## src/rtl/xstretch_pkg.sv

```systemverilog
package xstretch_pkg;
  // ======================================================
  // register addresses
  localparam logic [7:0]  ADDR_PTR0_LO   = 8'h82;
  localparam logic [7:0]  ADDR_PTR0_HI   = 8'h83;
  localparam logic [7:0]  ADDR_PTR1_LO   = 8'h84;
  localparam logic [7:0]  ADDR_PTR1_HI   = 8'h85;
  localparam logic [7:0]  ADDR_PTR_SEL   = 8'h86;
  localparam logic [7:0]  ADDR_CLK_CTRL  = 8'h8e;
  // ======================================================
  // field positions and values after reset
  localparam int          STRETCH_MSB    = 2;
  localparam int          TMR0_RATE_BIT  = 3;
  localparam int          TMR2_RATE_BIT  = 5;
  localparam int          PTR_SEL_BIT    = 0;
  localparam logic [5:0]  CLK_CTRL_RESET = 6'h01;
  localparam logic        PTR_SEL_RESET  = 1'b0;
  localparam logic [15:0] PTR_RESET      = 16'h0000;
  // ======================================================
  // cycle counts
  localparam logic [1:0]  LAST_PHASE     = 2'h3;
  localparam logic [1:0]  FETCH_RD_PHASE = 2'h2;
  localparam logic [3:0]  STRB_LOAD_CYC  = 4'h1;
  localparam logic [3:0]  BASE_CYCLES    = 4'h2;
  localparam logic [4:0]  MC_CLOCKS      = 5'h04;
  localparam logic [4:0]  STRB_ZERO_CLKS = 5'h02;
  localparam logic [3:0]  TMR_FAST_CLKS  = 4'h4;
  localparam logic [3:0]  TMR_SLOW_CLKS  = 4'hc;
  localparam int          TIMER_COUNT    = 3;
  // ======================================================
  // types
  typedef enum logic [1:0] {
    ST_IDLE  = 2'b00,
    ST_FETCH = 2'b01,
    ST_XMOVE = 2'b10
  } bus_state_e;
  typedef struct packed {
    logic       ale;
    logic       rd_n;
    logic       wr_n;
    logic       psen_n;
    logic [7:0] lo_out;
    logic       lo_oe;
    logic [7:0] hi_out;
  } ext_bus_s;
  typedef struct packed {
    logic       wr;
    logic [7:0] addr;
    logic [7:0] data;
  } sfr_wr_s;
endpackage : xstretch_pkg

```

## src/rtl/ext_data_access_stretch_ctrl.sv

```systemverilog
`timescale 1ns/100ps
`default_nettype none
// Notes on behaviour
// - stretch is clock control bits 2..0 at 8Eh
// - stretch 0: two cycles, strobe 2 clocks
// - stretch 7: nine cycles, strobe 28 clocks
// - stretch 1..6: n+2 cycles, strobe 4n clocks
// - stretch resets to 1, three cycle moves
// - program fetch always one 4-clock cycle
// - stretch rewrites govern later data moves
// - low address/data multiplexed, high address separate
// - two 16-bit pointers at 82h..85h
// - select is lsb of 86h, rest zero
// - moves and increments use selected pointer
// - rate bit set 4 clocks, clear 12
// - bits 5,4,3 pick timers 2,1,0
// - each machine cycle: four clocks, one latch
module ext_data_access_stretch_ctrl (
  input  wire logic                 REF_CLK_IN,       // system clock
  input  wire logic                 NRST_IN,          // async reset
  input  wire logic                 SFR_WR_IN,        // register write
  input  wire logic                 SFR_RD_IN,        // register read
  input  wire logic [7:0]           SFR_ADDR_IN,      // register address
  input  wire logic [7:0]           SFR_WDATA_IN,     // write data
  output var  logic [7:0]           SFR_RDATA_OUT,    // read data
  input  wire logic                 XMOVE_REQ_IN,     // start data move
  input  wire logic                 XMOVE_WRITE_IN,   // move is a write
  input  wire logic [7:0]           XMOVE_WDATA_IN,   // move write data
  input  wire logic                 PTR_INC_IN,       // bump pointer
  input  wire logic                 FETCH_REQ_IN,     // start fetch
  input  wire logic [15:0]          FETCH_ADDR_IN,    // fetch address
  output var  logic                 BUSY_OUT,         // access running
  output var  logic                 XMOVE_DONE_OUT,   // move finished
  output var  logic [7:0]           XMOVE_RDATA_OUT,  // move read data
  output var  logic                 FETCH_DONE_OUT,   // fetch finished
  output var  logic [7:0]           FETCH_DATA_OUT,   // fetched byte
  input  wire logic [7:0]           LO_PORT_IN,       // low port level
  output var  xstretch_pkg::ext_bus_s EXT_BUS_OUT,    // bus pins
  output var  logic [2:0]           TMR_TICK_OUT      // timer counts
);
  import xstretch_pkg::*;

  // ======================================================
  // state
  typedef struct packed {
    bus_state_e  st;
    logic [5:0]  clk_ctrl;
    logic [1:0]  phase;
    logic [3:0]  cyc;
    logic [3:0]  last_cyc;
    logic [4:0]  strb_w;
    logic [4:0]  strb_cnt;
    logic        write;
    logic [7:0]  wdata;
    logic [15:0] addr;
    ext_bus_s    bus;
    logic [7:0]  sfr_rdata;
    logic        xdone;
    logic [7:0]  xrdata;
    logic        fdone;
    logic [7:0]  fdata;
    logic        busy;
  } ctrl_state_s;

  localparam ctrl_state_s RESET_STATE = '{
    st:        ST_IDLE,
    clk_ctrl:  CLK_CTRL_RESET,
    phase:     2'h0,
    cyc:       4'h0,
    last_cyc:  4'h0,
    strb_w:    5'h00,
    strb_cnt:  5'h00,
    write:     1'b0,
    wdata:     8'h00,
    addr:      16'h0000,
    bus:       '{ale: 1'b0, rd_n: 1'b1, wr_n: 1'b1,
                 psen_n: 1'b1, lo_out: 8'h00,
                 lo_oe: 1'b0, hi_out: 8'h00},
    sfr_rdata: 8'h00,
    xdone:     1'b0,
    xrdata:    8'h00,
    fdone:     1'b0,
    fdata:     8'h00,
    busy:      1'b0
  };

  ctrl_state_s s;
  ctrl_state_s next_s;
  sfr_wr_s     sfr_wr;
  logic [15:0] ptr0;
  logic [15:0] ptr1;
  logic [15:0] act_ptr;
  logic        ptr_sel;

  // strobe length in clocks for a stretch value
  function automatic logic [4:0] strobe_clocks(input logic [2:0] sv);
    if (sv == 3'h0) begin
      strobe_clocks = STRB_ZERO_CLKS;
    end else begin
      strobe_clocks = 5'({2'b00, sv} * MC_CLOCKS);
    end
  endfunction : strobe_clocks

  // ======================================================
  // pointer pair and timer rate helpers
  assign sfr_wr = '{wr: SFR_WR_IN, addr: SFR_ADDR_IN,
                    data: SFR_WDATA_IN};

  xptr_bank u_ptr (
    .clk_in   (REF_CLK_IN),
    .rst_n_in (NRST_IN),
    .sfr_in   (sfr_wr),
    .inc_in   (PTR_INC_IN),
    .p0_out   (ptr0),
    .p1_out   (ptr1),
    .act_out  (act_ptr),
    .sel_out  (ptr_sel)
  );

  tmr_rate_gen u_rate (
    .clk_in   (REF_CLK_IN),
    .rst_n_in (NRST_IN),
    .fast_in  (s.clk_ctrl[TMR2_RATE_BIT:TMR0_RATE_BIT]),
    .tick_out (TMR_TICK_OUT)
  );

  // ======================================================
  // register access, access sequencer and pin values
  always_comb begin
    next_s = s;
    next_s.xdone = 1'b0;
    next_s.fdone = 1'b0;
    // control register write, top two bits dropped
    if (SFR_WR_IN && SFR_ADDR_IN == ADDR_CLK_CTRL) begin
      next_s.clk_ctrl = SFR_WDATA_IN[5:0];
    end
    // register read, unmapped addresses read zero
    if (SFR_RD_IN) begin
      case (SFR_ADDR_IN)
        ADDR_PTR0_LO:  next_s.sfr_rdata = ptr0[7:0];
        ADDR_PTR0_HI:  next_s.sfr_rdata = ptr0[15:8];
        ADDR_PTR1_LO:  next_s.sfr_rdata = ptr1[7:0];
        ADDR_PTR1_HI:  next_s.sfr_rdata = ptr1[15:8];
        ADDR_PTR_SEL:  next_s.sfr_rdata = {7'h00, ptr_sel};
        ADDR_CLK_CTRL: next_s.sfr_rdata = {2'b00, s.clk_ctrl};
        default:       next_s.sfr_rdata = 8'h00;
      endcase
    end
    // sequencer
    unique case (s.st)
      ST_IDLE: begin
        if (XMOVE_REQ_IN) begin
          next_s.st = ST_XMOVE;
          next_s.phase = 2'h0;
          next_s.cyc = 4'h0;
          // stretch captured here, later rewrites wait
          next_s.last_cyc = {1'b0, s.clk_ctrl[STRETCH_MSB:0]}
                            + BASE_CYCLES - 4'h1;
          next_s.strb_w = strobe_clocks(s.clk_ctrl[STRETCH_MSB:0]);
          next_s.write = XMOVE_WRITE_IN;
          next_s.wdata = XMOVE_WDATA_IN;
          next_s.addr = act_ptr;
        end else if (FETCH_REQ_IN) begin
          next_s.st = ST_FETCH;
          next_s.phase = 2'h0;
          next_s.cyc = 4'h0;
          next_s.addr = FETCH_ADDR_IN;
        end
      end
      ST_FETCH: begin
        // fixed single machine cycle, stretch ignored
        next_s.phase = s.phase + 2'h1;
        if (s.phase == FETCH_RD_PHASE) begin
          next_s.fdata = LO_PORT_IN;
        end
        if (s.phase == LAST_PHASE) begin
          next_s.st = ST_IDLE;
          next_s.fdone = 1'b1;
        end
      end
      ST_XMOVE: begin
        next_s.phase = s.phase + 2'h1;
        if (s.phase == LAST_PHASE) begin
          if (s.cyc == s.last_cyc) begin
            next_s.st = ST_IDLE;
            next_s.xdone = 1'b1;
          end else begin
            next_s.cyc = s.cyc + 4'h1;
          end
        end
        // strobe opens one clock into the second cycle
        if (s.cyc == STRB_LOAD_CYC && s.phase == 2'h0) begin
          next_s.strb_cnt = s.strb_w;
        end else if (s.strb_cnt != 5'h00) begin
          next_s.strb_cnt = s.strb_cnt - 5'h01;
        end
        // read data taken on the last strobe clock
        if (!s.write && s.strb_cnt == 5'h01) begin
          next_s.xrdata = LO_PORT_IN;
        end
      end
      default: begin
        next_s.st = ST_IDLE;
      end
    endcase
    // pin values follow the next position
    next_s.busy = (next_s.st != ST_IDLE);
    next_s.bus.ale = next_s.busy && next_s.phase == 2'h0;
    next_s.bus.psen_n = !(next_s.st == ST_FETCH &&
                          next_s.phase inside {2'h1, 2'h2});
    next_s.bus.rd_n = !(next_s.st == ST_XMOVE && !next_s.write &&
                        next_s.strb_cnt != 5'h00);
    next_s.bus.wr_n = !(next_s.st == ST_XMOVE && next_s.write &&
                        next_s.strb_cnt != 5'h00);
    if ((next_s.st == ST_FETCH && next_s.phase == 2'h0) ||
        (next_s.st == ST_XMOVE && next_s.cyc == 4'h0)) begin
      next_s.bus.lo_out = next_s.addr[7:0];
      next_s.bus.lo_oe = 1'b1;
    end else if (next_s.st == ST_XMOVE && next_s.write) begin
      next_s.bus.lo_out = next_s.wdata;
      next_s.bus.lo_oe = 1'b1;
    end else begin
      next_s.bus.lo_oe = 1'b0;
    end
    if (next_s.busy) begin
      next_s.bus.hi_out = next_s.addr[15:8];
    end
  end

  // state register
  always_ff @(posedge REF_CLK_IN or negedge NRST_IN) begin
    if (!NRST_IN) begin
      s <= RESET_STATE;
    end else begin
      s <= next_s;
    end
  end

  // outputs straight from the state register
  assign SFR_RDATA_OUT   = s.sfr_rdata;
  assign BUSY_OUT        = s.busy;
  assign XMOVE_DONE_OUT  = s.xdone;
  assign XMOVE_RDATA_OUT = s.xrdata;
  assign FETCH_DONE_OUT  = s.fdone;
  assign FETCH_DATA_OUT  = s.fdata;
  assign EXT_BUS_OUT     = s.bus;

  // ======================================================
  // check helpers: stretch at start, move and strobe lengths
  logic [2:0] ast_stretch;
  logic [5:0] ast_op_len;
  logic [4:0] ast_strb_len;

  always_ff @(posedge REF_CLK_IN or negedge NRST_IN) begin
    if (!NRST_IN) begin
      ast_stretch <= 3'h0;
      ast_op_len <= 6'h00;
      ast_strb_len <= 5'h00;
    end else begin
      if (s.st == ST_IDLE && XMOVE_REQ_IN) begin
        ast_stretch <= s.clk_ctrl[STRETCH_MSB:0];
        ast_op_len <= 6'h00;
      end else if (s.st == ST_XMOVE) begin
        ast_op_len <= ast_op_len + 6'h01;
      end
      if (!s.bus.rd_n || !s.bus.wr_n) begin
        ast_strb_len <= ast_strb_len + 5'h01;
      end else begin
        ast_strb_len <= 5'h00;
      end
    end
  end
endmodule : ext_data_access_stretch_ctrl
`default_nettype wire

```

## src/rtl/xptr_bank.sv

```systemverilog
`timescale 1ns/100ps
`default_nettype none
module xptr_bank (
  input  wire logic                   clk_in,   // system clock
  input  wire logic                   rst_n_in, // async reset
  input  wire xstretch_pkg::sfr_wr_s  sfr_in,   // register write
  input  wire logic                   inc_in,   // bump active pointer
  output var  logic [15:0]            p0_out,   // first pointer
  output var  logic [15:0]            p1_out,   // second pointer
  output var  logic [15:0]            act_out,  // selected pointer
  output var  logic                   sel_out   // select bit
);
  import xstretch_pkg::*;
  typedef struct packed {
    logic [1:0][15:0] ptr;
    logic             sel;
  } ptr_state_s;
  ptr_state_s s;
  ptr_state_s next_s;
  // ======================================================
  // increment, then byte writes override
  always_comb begin
    next_s = s;
    if (inc_in) begin
      next_s.ptr[s.sel] = s.ptr[s.sel] + 16'h0001;
    end
    if (sfr_in.wr) begin
      case (sfr_in.addr)
        ADDR_PTR0_LO: next_s.ptr[0][7:0] = sfr_in.data;
        ADDR_PTR0_HI: next_s.ptr[0][15:8] = sfr_in.data;
        ADDR_PTR1_LO: next_s.ptr[1][7:0] = sfr_in.data;
        ADDR_PTR1_HI: next_s.ptr[1][15:8] = sfr_in.data;
        ADDR_PTR_SEL: next_s.sel = sfr_in.data[PTR_SEL_BIT];
        default: next_s.sel = s.sel;
      endcase
    end
  end
  // state register
  always_ff @(posedge clk_in or negedge rst_n_in) begin
    if (!rst_n_in) begin
      s <= {PTR_RESET, PTR_RESET, PTR_SEL_RESET};
    end else begin
      s <= next_s;
    end
  end
  assign p0_out  = s.ptr[0];
  assign p1_out  = s.ptr[1];
  assign sel_out = s.sel;
  assign act_out = s.sel ? s.ptr[1] : s.ptr[0];
endmodule : xptr_bank
`default_nettype wire

```

## src/rtl/tmr_rate_gen.sv

```systemverilog
`timescale 1ns/100ps
`default_nettype none
module tmr_rate_gen (
  input  wire logic       clk_in,   // system clock
  input  wire logic       rst_n_in, // async reset
  input  wire logic [2:0] fast_in,  // per timer 4-clock rate
  output var  logic [2:0] tick_out  // per timer count pulse
);
  import xstretch_pkg::*;
  typedef struct packed {
    logic [2:0][3:0] cnt;
    logic [2:0]      tick;
  } rate_state_s;
  rate_state_s s;
  rate_state_s next_s;
  // ======================================================
  // one prescaler per timer, each with its own rate
  always_comb begin
    logic [3:0] lim;
    lim = TMR_SLOW_CLKS;
    next_s = s;
    for (int i = 0; i < TIMER_COUNT; i++) begin
      lim = fast_in[i] ? TMR_FAST_CLKS : TMR_SLOW_CLKS;
      if (s.cnt[i] >= lim - 4'h1) begin
        next_s.cnt[i] = 4'h0;
        next_s.tick[i] = 1'b1;
      end else begin
        next_s.cnt[i] = s.cnt[i] + 4'h1;
        next_s.tick[i] = 1'b0;
      end
    end
  end
  // state register
  always_ff @(posedge clk_in or negedge rst_n_in) begin
    if (!rst_n_in) begin
      s <= '0;
    end else begin
      s <= next_s;
    end
  end
  assign tick_out = s.tick;
  // ======================================================
  // checks
  genvar g;
  for (g = 0; g < TIMER_COUNT; g++) begin : g_ast

  end
endmodule : tmr_rate_gen
`default_nettype wire

```

## config.mk

```make
export PLATFORM = sky130hd
export DESIGN_NAME = ext_data_access_stretch_ctrl
export DESIGN_NICKNAME = d
export VERILOG_FILES = /design/src/rtl/xstretch_pkg.sv /design/src/rtl/ext_data_access_stretch_ctrl.sv /design/src/rtl/xptr_bank.sv /design/src/rtl/tmr_rate_gen.sv
export SDC_FILE = /design/constraint.sdc
export NUM_CORES = 1
export LEC_CHECK = 0
export ABC_AREA = 0
export BUFFER_PORTS_ARGS = -buffer_cell sky130_fd_sc_hd__buf_2
export CAP_MARGIN = 20
export CORE_UTILIZATION = 30
export CTS_CLUSTER_DIAMETER = 40
export CTS_CLUSTER_SIZE = 25
export DETAILED_ROUTE_END_ITERATION = 6
export GPL_TIMING_DRIVEN = 0
export SLEW_MARGIN = 20
export SYNTH_ARGS = -nofsm -noshare
export SYNTH_HDL_FRONTEND = slang
export SYNTH_SLANG_ARGS = --single-unit
```

## constraint.sdc

```tcl
create_clock -name REF_CLK_IN -period 6.2 [get_ports REF_CLK_IN]
set_input_delay 0 -clock REF_CLK_IN [delete_from_list [all_inputs] [get_ports REF_CLK_IN]]
set_output_delay 0 -clock REF_CLK_IN [all_outputs]
set_load 0.02 [all_outputs]
```

==> run summary, run 1 <==
- finished with violations — status
- DRC — violated checks
- 0.02613 mm² — area of the core
- 0 — Setup Viol. Count Final
- 17 — clock buffer count from CTS
- 2 — maximum buffer depth of the clock tree
- no — RSZ-0062 raised after global routing
- 0 — number of enable-type register cells in the synthesized netlist
- 0.2751 — share of cells above drive strength 1
- 0.4503 — top-area cell type share of the netlist area
- 1,228 — Post-Place Cells
- 0 — max-slew violation count
- 148 — number of storage elements in the synthesis netlist
- 4 — CTS H-Tree Depth
- 104 — I/O Buffers
- dfrtp_1, mux2_2, buf_4, nand2_1, ha_1 — top area cells in the synthesized netlist
- 0.3579 — switching share of power
- 59 — std cell rows
- 0.5039 — tightest slew margin relative to the limit
- 2 — depth of the worst hold-timing path
- 0.3062 — starting density of the core
- 0 ns — total negative setup slack
- 0.07 ns — Reg clk slew, reported paths
- 25.61% — layout-stage area growth over the synthesis result
- 14,650 µm — placed wire-length estimate
- EXT_BUS_OUT[12] — endpoint of the lowest-slack register-to-register path
- 165.3 µm — x dimension of the die
- SFR_RD_IN — startpoint of the most critical hold path
- 0.407 — proportion of power drawn by combinational gates
- 90 — largest net degree at the start of global routing
- 0 — number of diodes added for antenna fixing
- 6.51 ns — required time of the critical path
- 0.1915 mV — peak supply drop
- 0 — remaining antenna violation count
- 866 — number of nets in the synthesized netlist
- 0 — antenna violations before repair
- 9 — CP Max Fanout
- 0 — total count of hold-check failures in the final report
- 0.3847 — post-layout util
- 0.4634 — proportion of synthesized chip area in sequential cells
- 148 — total clock sinks
- 0.4787 — final clock period utilization by the worst path
- 2.968 ns — Tmin final
- SFR_RDATA_OUT[0] — hold-critical path endpoint
- 0.42 ns — clock insertion delay at the later pin of the skew report
- 20,260 µm — aggregate routed wire length
- 3.23 ns — R2R Setup Slk
- 7 — first drt pass iteration count
- 0.251 — Clk pwr share
- 0.8461 — placer's final routability congestion estimate
- 3.28 ns — Data arrival, critical path
- 0.002958 W — cell internal pwr
- 0.342 — sequential group share of total power
- 0 — # Max-Cap Violations
- 68 — number of different library cells in the post-synthesis netlist
- 4.873 — drt via density
- 6,344 — Via Count
- 4.559 nW — total leakage power
- 0.1549 — global-route total usage across every layer
- dfrtp_1 — prevailing post-synth register cell
- 0 — Yosys warning total
- 165.3 µm — height of the die
- 8 — cell depth of the worst flop-to-flop path
- 6,191 — vias in the first global route
- 1,032 — net total in the final layout
- 458.3 mW/mm² — ratio of total power to cell area
- s[99] — worst r2r src
- 0.7401 ns — actual slew at the worst max-slew pin
- in -> reg — class of the tightest hold or removal check
- 788 — Synth Instances
- 0 — leftover overflow at the end of global routing
- 1.000 — Async S/R FF share, synth
- done — CTS tree
- 0.001649 W — net switching power of the design
- 0.008003 mm² — post-synth design cell area
- 0.3370 GHz — Highest Clock Rate
- dfrtp_1 — cell accounting for the most synthesized area
- reg -> reg — Worst Setup Path Type
- 390 — First DRT Iteration DRCs
- 10.16 µm² — Post-Synthesis Mean Instance Area
- 107 — IO Pins
- 12 — DRC violations left
- 0.02733 mm² — floorplan die area
- 32,550 µm — global-route wire length before repair
- register — sort of element at the start of the critical path
- clkbuf_16 — Clock Root Buffer
- 0.01078 ns — Worst Clk Skew
- 15.56 µm — wire per inst
- 1,302 — non-filler cells, final
- register — Critical Path End Type
==> stage by stage <==
step	cell area, µm²	hold WS (ns)	setup slack, ns	total power [W]
after global placement	8942	0.2160	2.760	0.003410
after detailed placement	8980	-0.03736	3.241	0.003450
after global routing	10050	0.04172	3.053	0.004944
after floorplan	8003	-0.2956	3.700	0.002971
final	10050	0.01353	3.232	0.004606
after CTS	10050	0.01416	3.237	0.004650
==> metal layers <==
metal | part of all wire | track usage | vias up
met4 | 0.022 | 0.05083 | 0
met2 | 0.49 | 0.2520 | 178
li1 | - | - | 3045
met5 | 0 | 0 | -
met3 | 0.050 | 0.03247 | 33
met1 | 0.44 | 0.2042 | 3088
==> worst max-delay path, cell delays in order, from the launching register on <==
cell and delay, ns:
dfrtp_1 0.42, inv_1 0.12, ha_1 0.33, and2_1 0.17
clkbuf_1 0.32, mux2i_1 0.22, nor4b_4 0.62, mux2_2 0.42
mux2_4 0.25
==> power groups by stage <==
stage / combinational (W) / clock [W] / sequential, W
3_5_place_dp: 0.00186 / 0 / 0.00159
3_3_place_gp: 0.00183 / 0 / 0.00158
2_1_floorplan: 0.00146 / 0 / 0.00151
5_1_grt: 0.00210 / 0.00123 / 0.00162
6_report: 0.00187 / 0.00116 / 0.00157
4_1_cts: 0.00189 / 0.00119 / 0.00157
==> kinds of logic after synthesis <==
kind of cell	Yosys count	share of synthesized area
flip-flops	148	0.4634
adder cells (fa/ha/maj)	22	0.03440
AO/OA/AOI/OAI	159	0.1295
XOR/XNOR	48	0.05535
multiplexers	58	0.08412
buffers and inverters	113	0.08474
AND/OR/NAND/NOR	240	0.1485
==> sequential cells by signal (all words and copies together), names as in the netlist <==
name	flops
SFR_RDATA_OUT	8
u_rate.tick_out	3
u_ptr.p1_out	16
u_ptr.p0_out	16
s	52
FETCH_DONE_OUT	1
FETCH_DATA_OUT	8
EXT_BUS_OUT	21
u_ptr.sel_out	1
u_rate.s	12
XMOVE_DONE_OUT	1
XMOVE_RDATA_OUT	8
BUSY_OUT	1
==> layout by cell type, fill, tap and decap left out, types with 4 or more instances in the layout <==
master | Yosys | final
nor3_1 | 4 | 4
dfstp_2 | 4 | 4
a21oi_1 | 47 | 47
a31oi_1 | 6 | 6
inv_1 | 34 | 34
dlygate4sd3_1 | 0 | 42
nand3_1 | 24 | 24
nand2_1 | 79 | 79
o22ai_1 | 27 | 27
xor2_1 | 22 | 22
clkbuf_16 | 0 | 17
mux2_2 | 41 | 41
nand2b_1 | 11 | 11
buf_4 | 49 | 49
a22oi_1 | 9 | 9
clkbuf_1 | 20 | 22
o21ai_0 | 31 | 31
nor2_1 | 69 | 69
ha_1 | 22 | 22
and3_1 | 4 | 4
nor2b_1 | 12 | 12
buf_2 | 2 | 105
dfrtp_1 | 144 | 144
nand4_1 | 6 | 6
mux2i_1 | 8 | 8
a221oi_1 | 11 | 11
xnor2_1 | 23 | 23
inv_6 | 0 | 5
and2_1 | 7 | 7
bufinv_16 | 0 | 5
mux2_4 | 8 | 8
==> synthesized netlist by cell type, types with 4 or more instances <==
cell type	n
inv_1	34
nor2b_1	12
mux2_2	41
nand3_1	24
buf_4	49
dfrtp_1	144
dfstp_2	4
a31oi_1	6
and3_1	4
mux2i_1	8
and2_1	7
nand4_1	6
xor2_1	22
nor3_1	4
a21oi_1	47
o21ai_0	31
mux2_4	8
clkbuf_1	20
xnor2_1	23
nand2_1	79
ha_1	22
a22oi_1	9
nand2b_1	11
a221oi_1	11
o22ai_1	27
nor2_1	69
==> how the worst max path moves through the flow <==
stage               startpoint         endpoint  slack, ns  cells past startpoint
floorplan                s[99]  EXT_BUS_OUT[10]       3.70                      8
global placement       NRST_IN         BUSY_OUT       2.76                      1
detailed placement      s[100]  EXT_BUS_OUT[12]       3.24                      8
CTS                     s[100]  EXT_BUS_OUT[12]       3.24                      8
global route             s[99]  EXT_BUS_OUT[12]       3.05                      8
finish                   s[99]  EXT_BUS_OUT[12]       3.23                      8
==> what timing repair did <==
item                                   CTS  global route
endpoints found under the hold margin  147             0
hold buffers                            42             0
setup endpoints to repair                0             0
setup buffers                            0             0
resized for setup                        0             0
==> layout make-up <==
cell class                 instances  area [µm²]
multi-input combinational        527        3616
inverter                          34       127.6
timing repair buffer             147       978.4
clock inverter                    13       219.0
sequential                       148        3709
tap                              335       419.2
clock buffer                      19       432.9
fill                            2616       16080
buffer                            79       550.5
No activity file was read; power rests on OpenSTA's default activity.
==> run 2, diff against run 1 <==
clock period = 2.4 ns   (was 6.2 ns; I/O delays follow)
==> run 2 against run 1 <==
The run ends with DRC, setup timing left. Routed wire length rose by 1.7%. Critical path depth rose by 2. Maximum frequency rose by 21%. Sequential power rose to 2.6 times the previous value. Count of clock-buffer cells in the layout rose by 1. Register-to-register slack got worse by 3.3 ns. Die area did not move. First-iteration DRC count fell by 3.6%. Worst setup slack got worse by 3.3 ns. Critical path type unchanged. Critical endpoint is now EXT_BUS_OUT[13]. Largest cell class is now multi-input gates.
==> run summary, run 2 (synthesis gave the netlist of run 1 again) <==
- finished with violations — status
- DRC, setup timing — violated checks
- 0.01097 ns — Worst Clk Skew
- 0.3062 — starting density of the core
- 0.3015 — share of cells above drive strength 1
- done — CTS tree
- 0.02810 ns — worst hold slack
- 0.4071 GHz — Highest Clock Rate
- 0.43 ns — clock insertion delay at the later pin of the skew report
- 20,610 µm — aggregate routed wire length
- s — Largest Register
- 87 — largest net degree at the start of global routing
- 2 — maximum buffer depth of the clock tree
- 0 — total count of hold-check failures in the final report
- 4 — CTS H-Tree Depth
- simple AND/OR/NAND/NOR gates — kind of cell adding the most delay to the critical path
- 59 — std cell rows
- 0.003717 mm² — area of the multi-input gates
- 16 — DRC violations left
- 0.1548 — global-route total usage across every layer
- 0 — antenna violations before repair
- 6,131 — vias in the first global route
- 52 — max FFs per register
- 0.7169 ns — actual slew at the worst max-slew pin
- 0.004415 W — net switching power of the design
- 15.73 µm — wire per inst
- 8 — CP Max Fanout
- 0 — # Max-Cap Violations
- 0 — number of diodes added for antenna fixing
- yes — RSZ-0062 raised after global routing
- -0.05624 ns — setup slack of the critical path after layout
- register — Critical Path End Type
- 165.3 µm — height of the die
- 2,605 — fillcell total
- 1176 mW/mm² — ratio of total power to cell area
- 14,830 µm — placed wire-length estimate
- 1.023 — final clock period utilization by the worst path
- 2.77 ns — Data arrival, critical path
- dfrtp_1 — most frequent standard cell in the layout excluding fill and tap cells
- 0.02733 mm² — floorplan die area
- 0 — leftover overflow at the end of global routing
- 0.3677 — switching share of power
- 3 — CP bufs+invs
- 2.456 ns — Tmin final
- 0 — max-slew violation count
- 4.842 — drt via density
- clkbuf_16 — Clock Root Buffer
- 0.3907 — post-layout util
- 148 — total clock sinks
- 0.221 — Clk pwr share
- 1,040 — net total in the final layout
- nor4_4 — most frequent cell on the critical path
- 376 — First DRT Iteration DRCs
- 27.58% — layout-stage area growth over the synthesis result
- 7 — first drt pass iteration count
- 0.339 — sequential group share of total power
- 0.42 ns — crit-path max cell delay
- 0.5194 — tightest slew margin relative to the limit
- 17 — clock buffer count from CTS
- 165.3 µm — x dimension of the die
- 0.439 — proportion of power drawn by combinational gates
- 107 — IO Pins
- reg -> reg — Worst Setup Path Type
- 0.02613 mm² — area of the core
- in -> reg — class of the tightest hold or removal check
- 0.8710 — placer's final routability congestion estimate
- buf_6, xor2_4, nor4_4, buf_4, or3_1, o21ai_2, nor4_4, a22oi_4, buf_12, mux2_4 — cell chain of the critical path
- 6,343 — Via Count
- register — sort of element at the start of the critical path
- 2.71 ns — required time of the critical path
- dfrtp_1, buf_2, nand2_1 — commonest cells after routing, fill and taps aside
- dfrtp_1 — critical path's slowest cell
- 0.5594 mV — peak supply drop
- 0.007593 W — cell internal pwr
- 32,390 µm — global-route wire length before repair
- 0.003712 mm² — flip-flop and latch area
- 4.596 nW — total leakage power
- 0 — remaining antenna violation count
- 8 — Setup Viol. Count Final
- 104 — I/O Buffers
- 0.06 ns — Reg clk slew, reported paths
==> run 2: changes by cell type in the layout (fill, tap and decap cells not counted), sizes merged <==
cell | previous run | this run
buf | 162 | 171
clkbuf | 41 | 40
clkinvlp | 1 | 5
bufinv | 5 | 1
inv | 39 | 37
dlygate4sd3 | 42 | 43
clkinv | 2 | 3
==> run 2: power groups by stage <==
| stage | registers, W | clock network (W) | logic [W] |
|---|---|---|---|
| global placement | 0.00408 | 0 | 0.00477 |
| CTS | 0.00407 | 0.00272 | 0.00514 |
| floorplan | 0.00391 | 0 | 0.00379 |
| global route | 0.00419 | 0.00282 | 0.00584 |
| detailed placement | 0.00410 | 0 | 0.00486 |
| finish | 0.00408 | 0.00265 | 0.00528 |
==> run 2: stage by stage <==
stage | cells | power, W | instance area (µm²) | setup TNS, ns | setup slack [ns]
4_1_cts | 1307 | 0.01193 | 10120 | -0.4767 | -0.06541
5_1_grt | 1310 | 0.01285 | 10210 | -1.170 | -0.1560
3_5_place_dp | 1228 | 0.008961 | 8997 | -5.849 | -0.3783
6_report | 1310 | 0.01201 | 10210 | -0.4076 | -0.05624
2_1_floorplan | 788 | 0.007704 | 8020 | -0.1306 | -0.01866
3_3_place_gp | 1227 | 0.008853 | 8960 | -150.88 | -1.020
==> run 2: final timing paths <==
path,endpoint,slack [ns],startpoint,cells past startpoint
worst max-delay path,EXT_BUS_OUT[13],-0.06,s[87],10
worst min-delay path,s[48],0.03,FETCH_ADDR_IN[0],3
worst max register to register,EXT_BUS_OUT[13],-0.06,s[87],10
worst min register to register,u_rate.s[3],0.46,u_rate.s[3],1
max in group asynchronous,s[57],1.49,NRST_IN,3
min in group asynchronous,XMOVE_RDATA_OUT[7],0.10,NRST_IN,2
==> run 2: layer usage <==
metal / vias to the layer above / part of all wire / global-route usage
li1: 3052 / - / -
met1: 3095 / 0.45 / 0.2042
met2: 169 / 0.49 / 0.2579
met3: 27 / 0.041 / 0.02997
met4: 0 / 0.014 / 0.04174
met5: - / 0 / 0
==> run 2: timing repair <==
item | 4_1_cts | 5_1_grt
setup buffers | 5 | 4
resized for setup | 10 | 16
hold buffers | 43 | 0
pin swaps | 5 | 7
endpoints found under the setup margin | 32 | 24
hold endpoints to repair | 148 | 0
==> run 2: area by class of cell <==
cell class	count	area share
Inverter	34	0.01299
Buffer	77	0.05368
Sequential cell	148	0.3636
Tap cell	335	0.04105
Multi-Input combinational cell	527	0.3641
Clock inverter	12	0.01176
Timing Repair Buffer	157	0.1071
Clock buffer	20	0.04571
==> run 2: tightest hold or removal path, cell delays in order <==
cell     delay, ns
buf_2         0.11
a31oi_1       0.15
o21ai_0       0.13
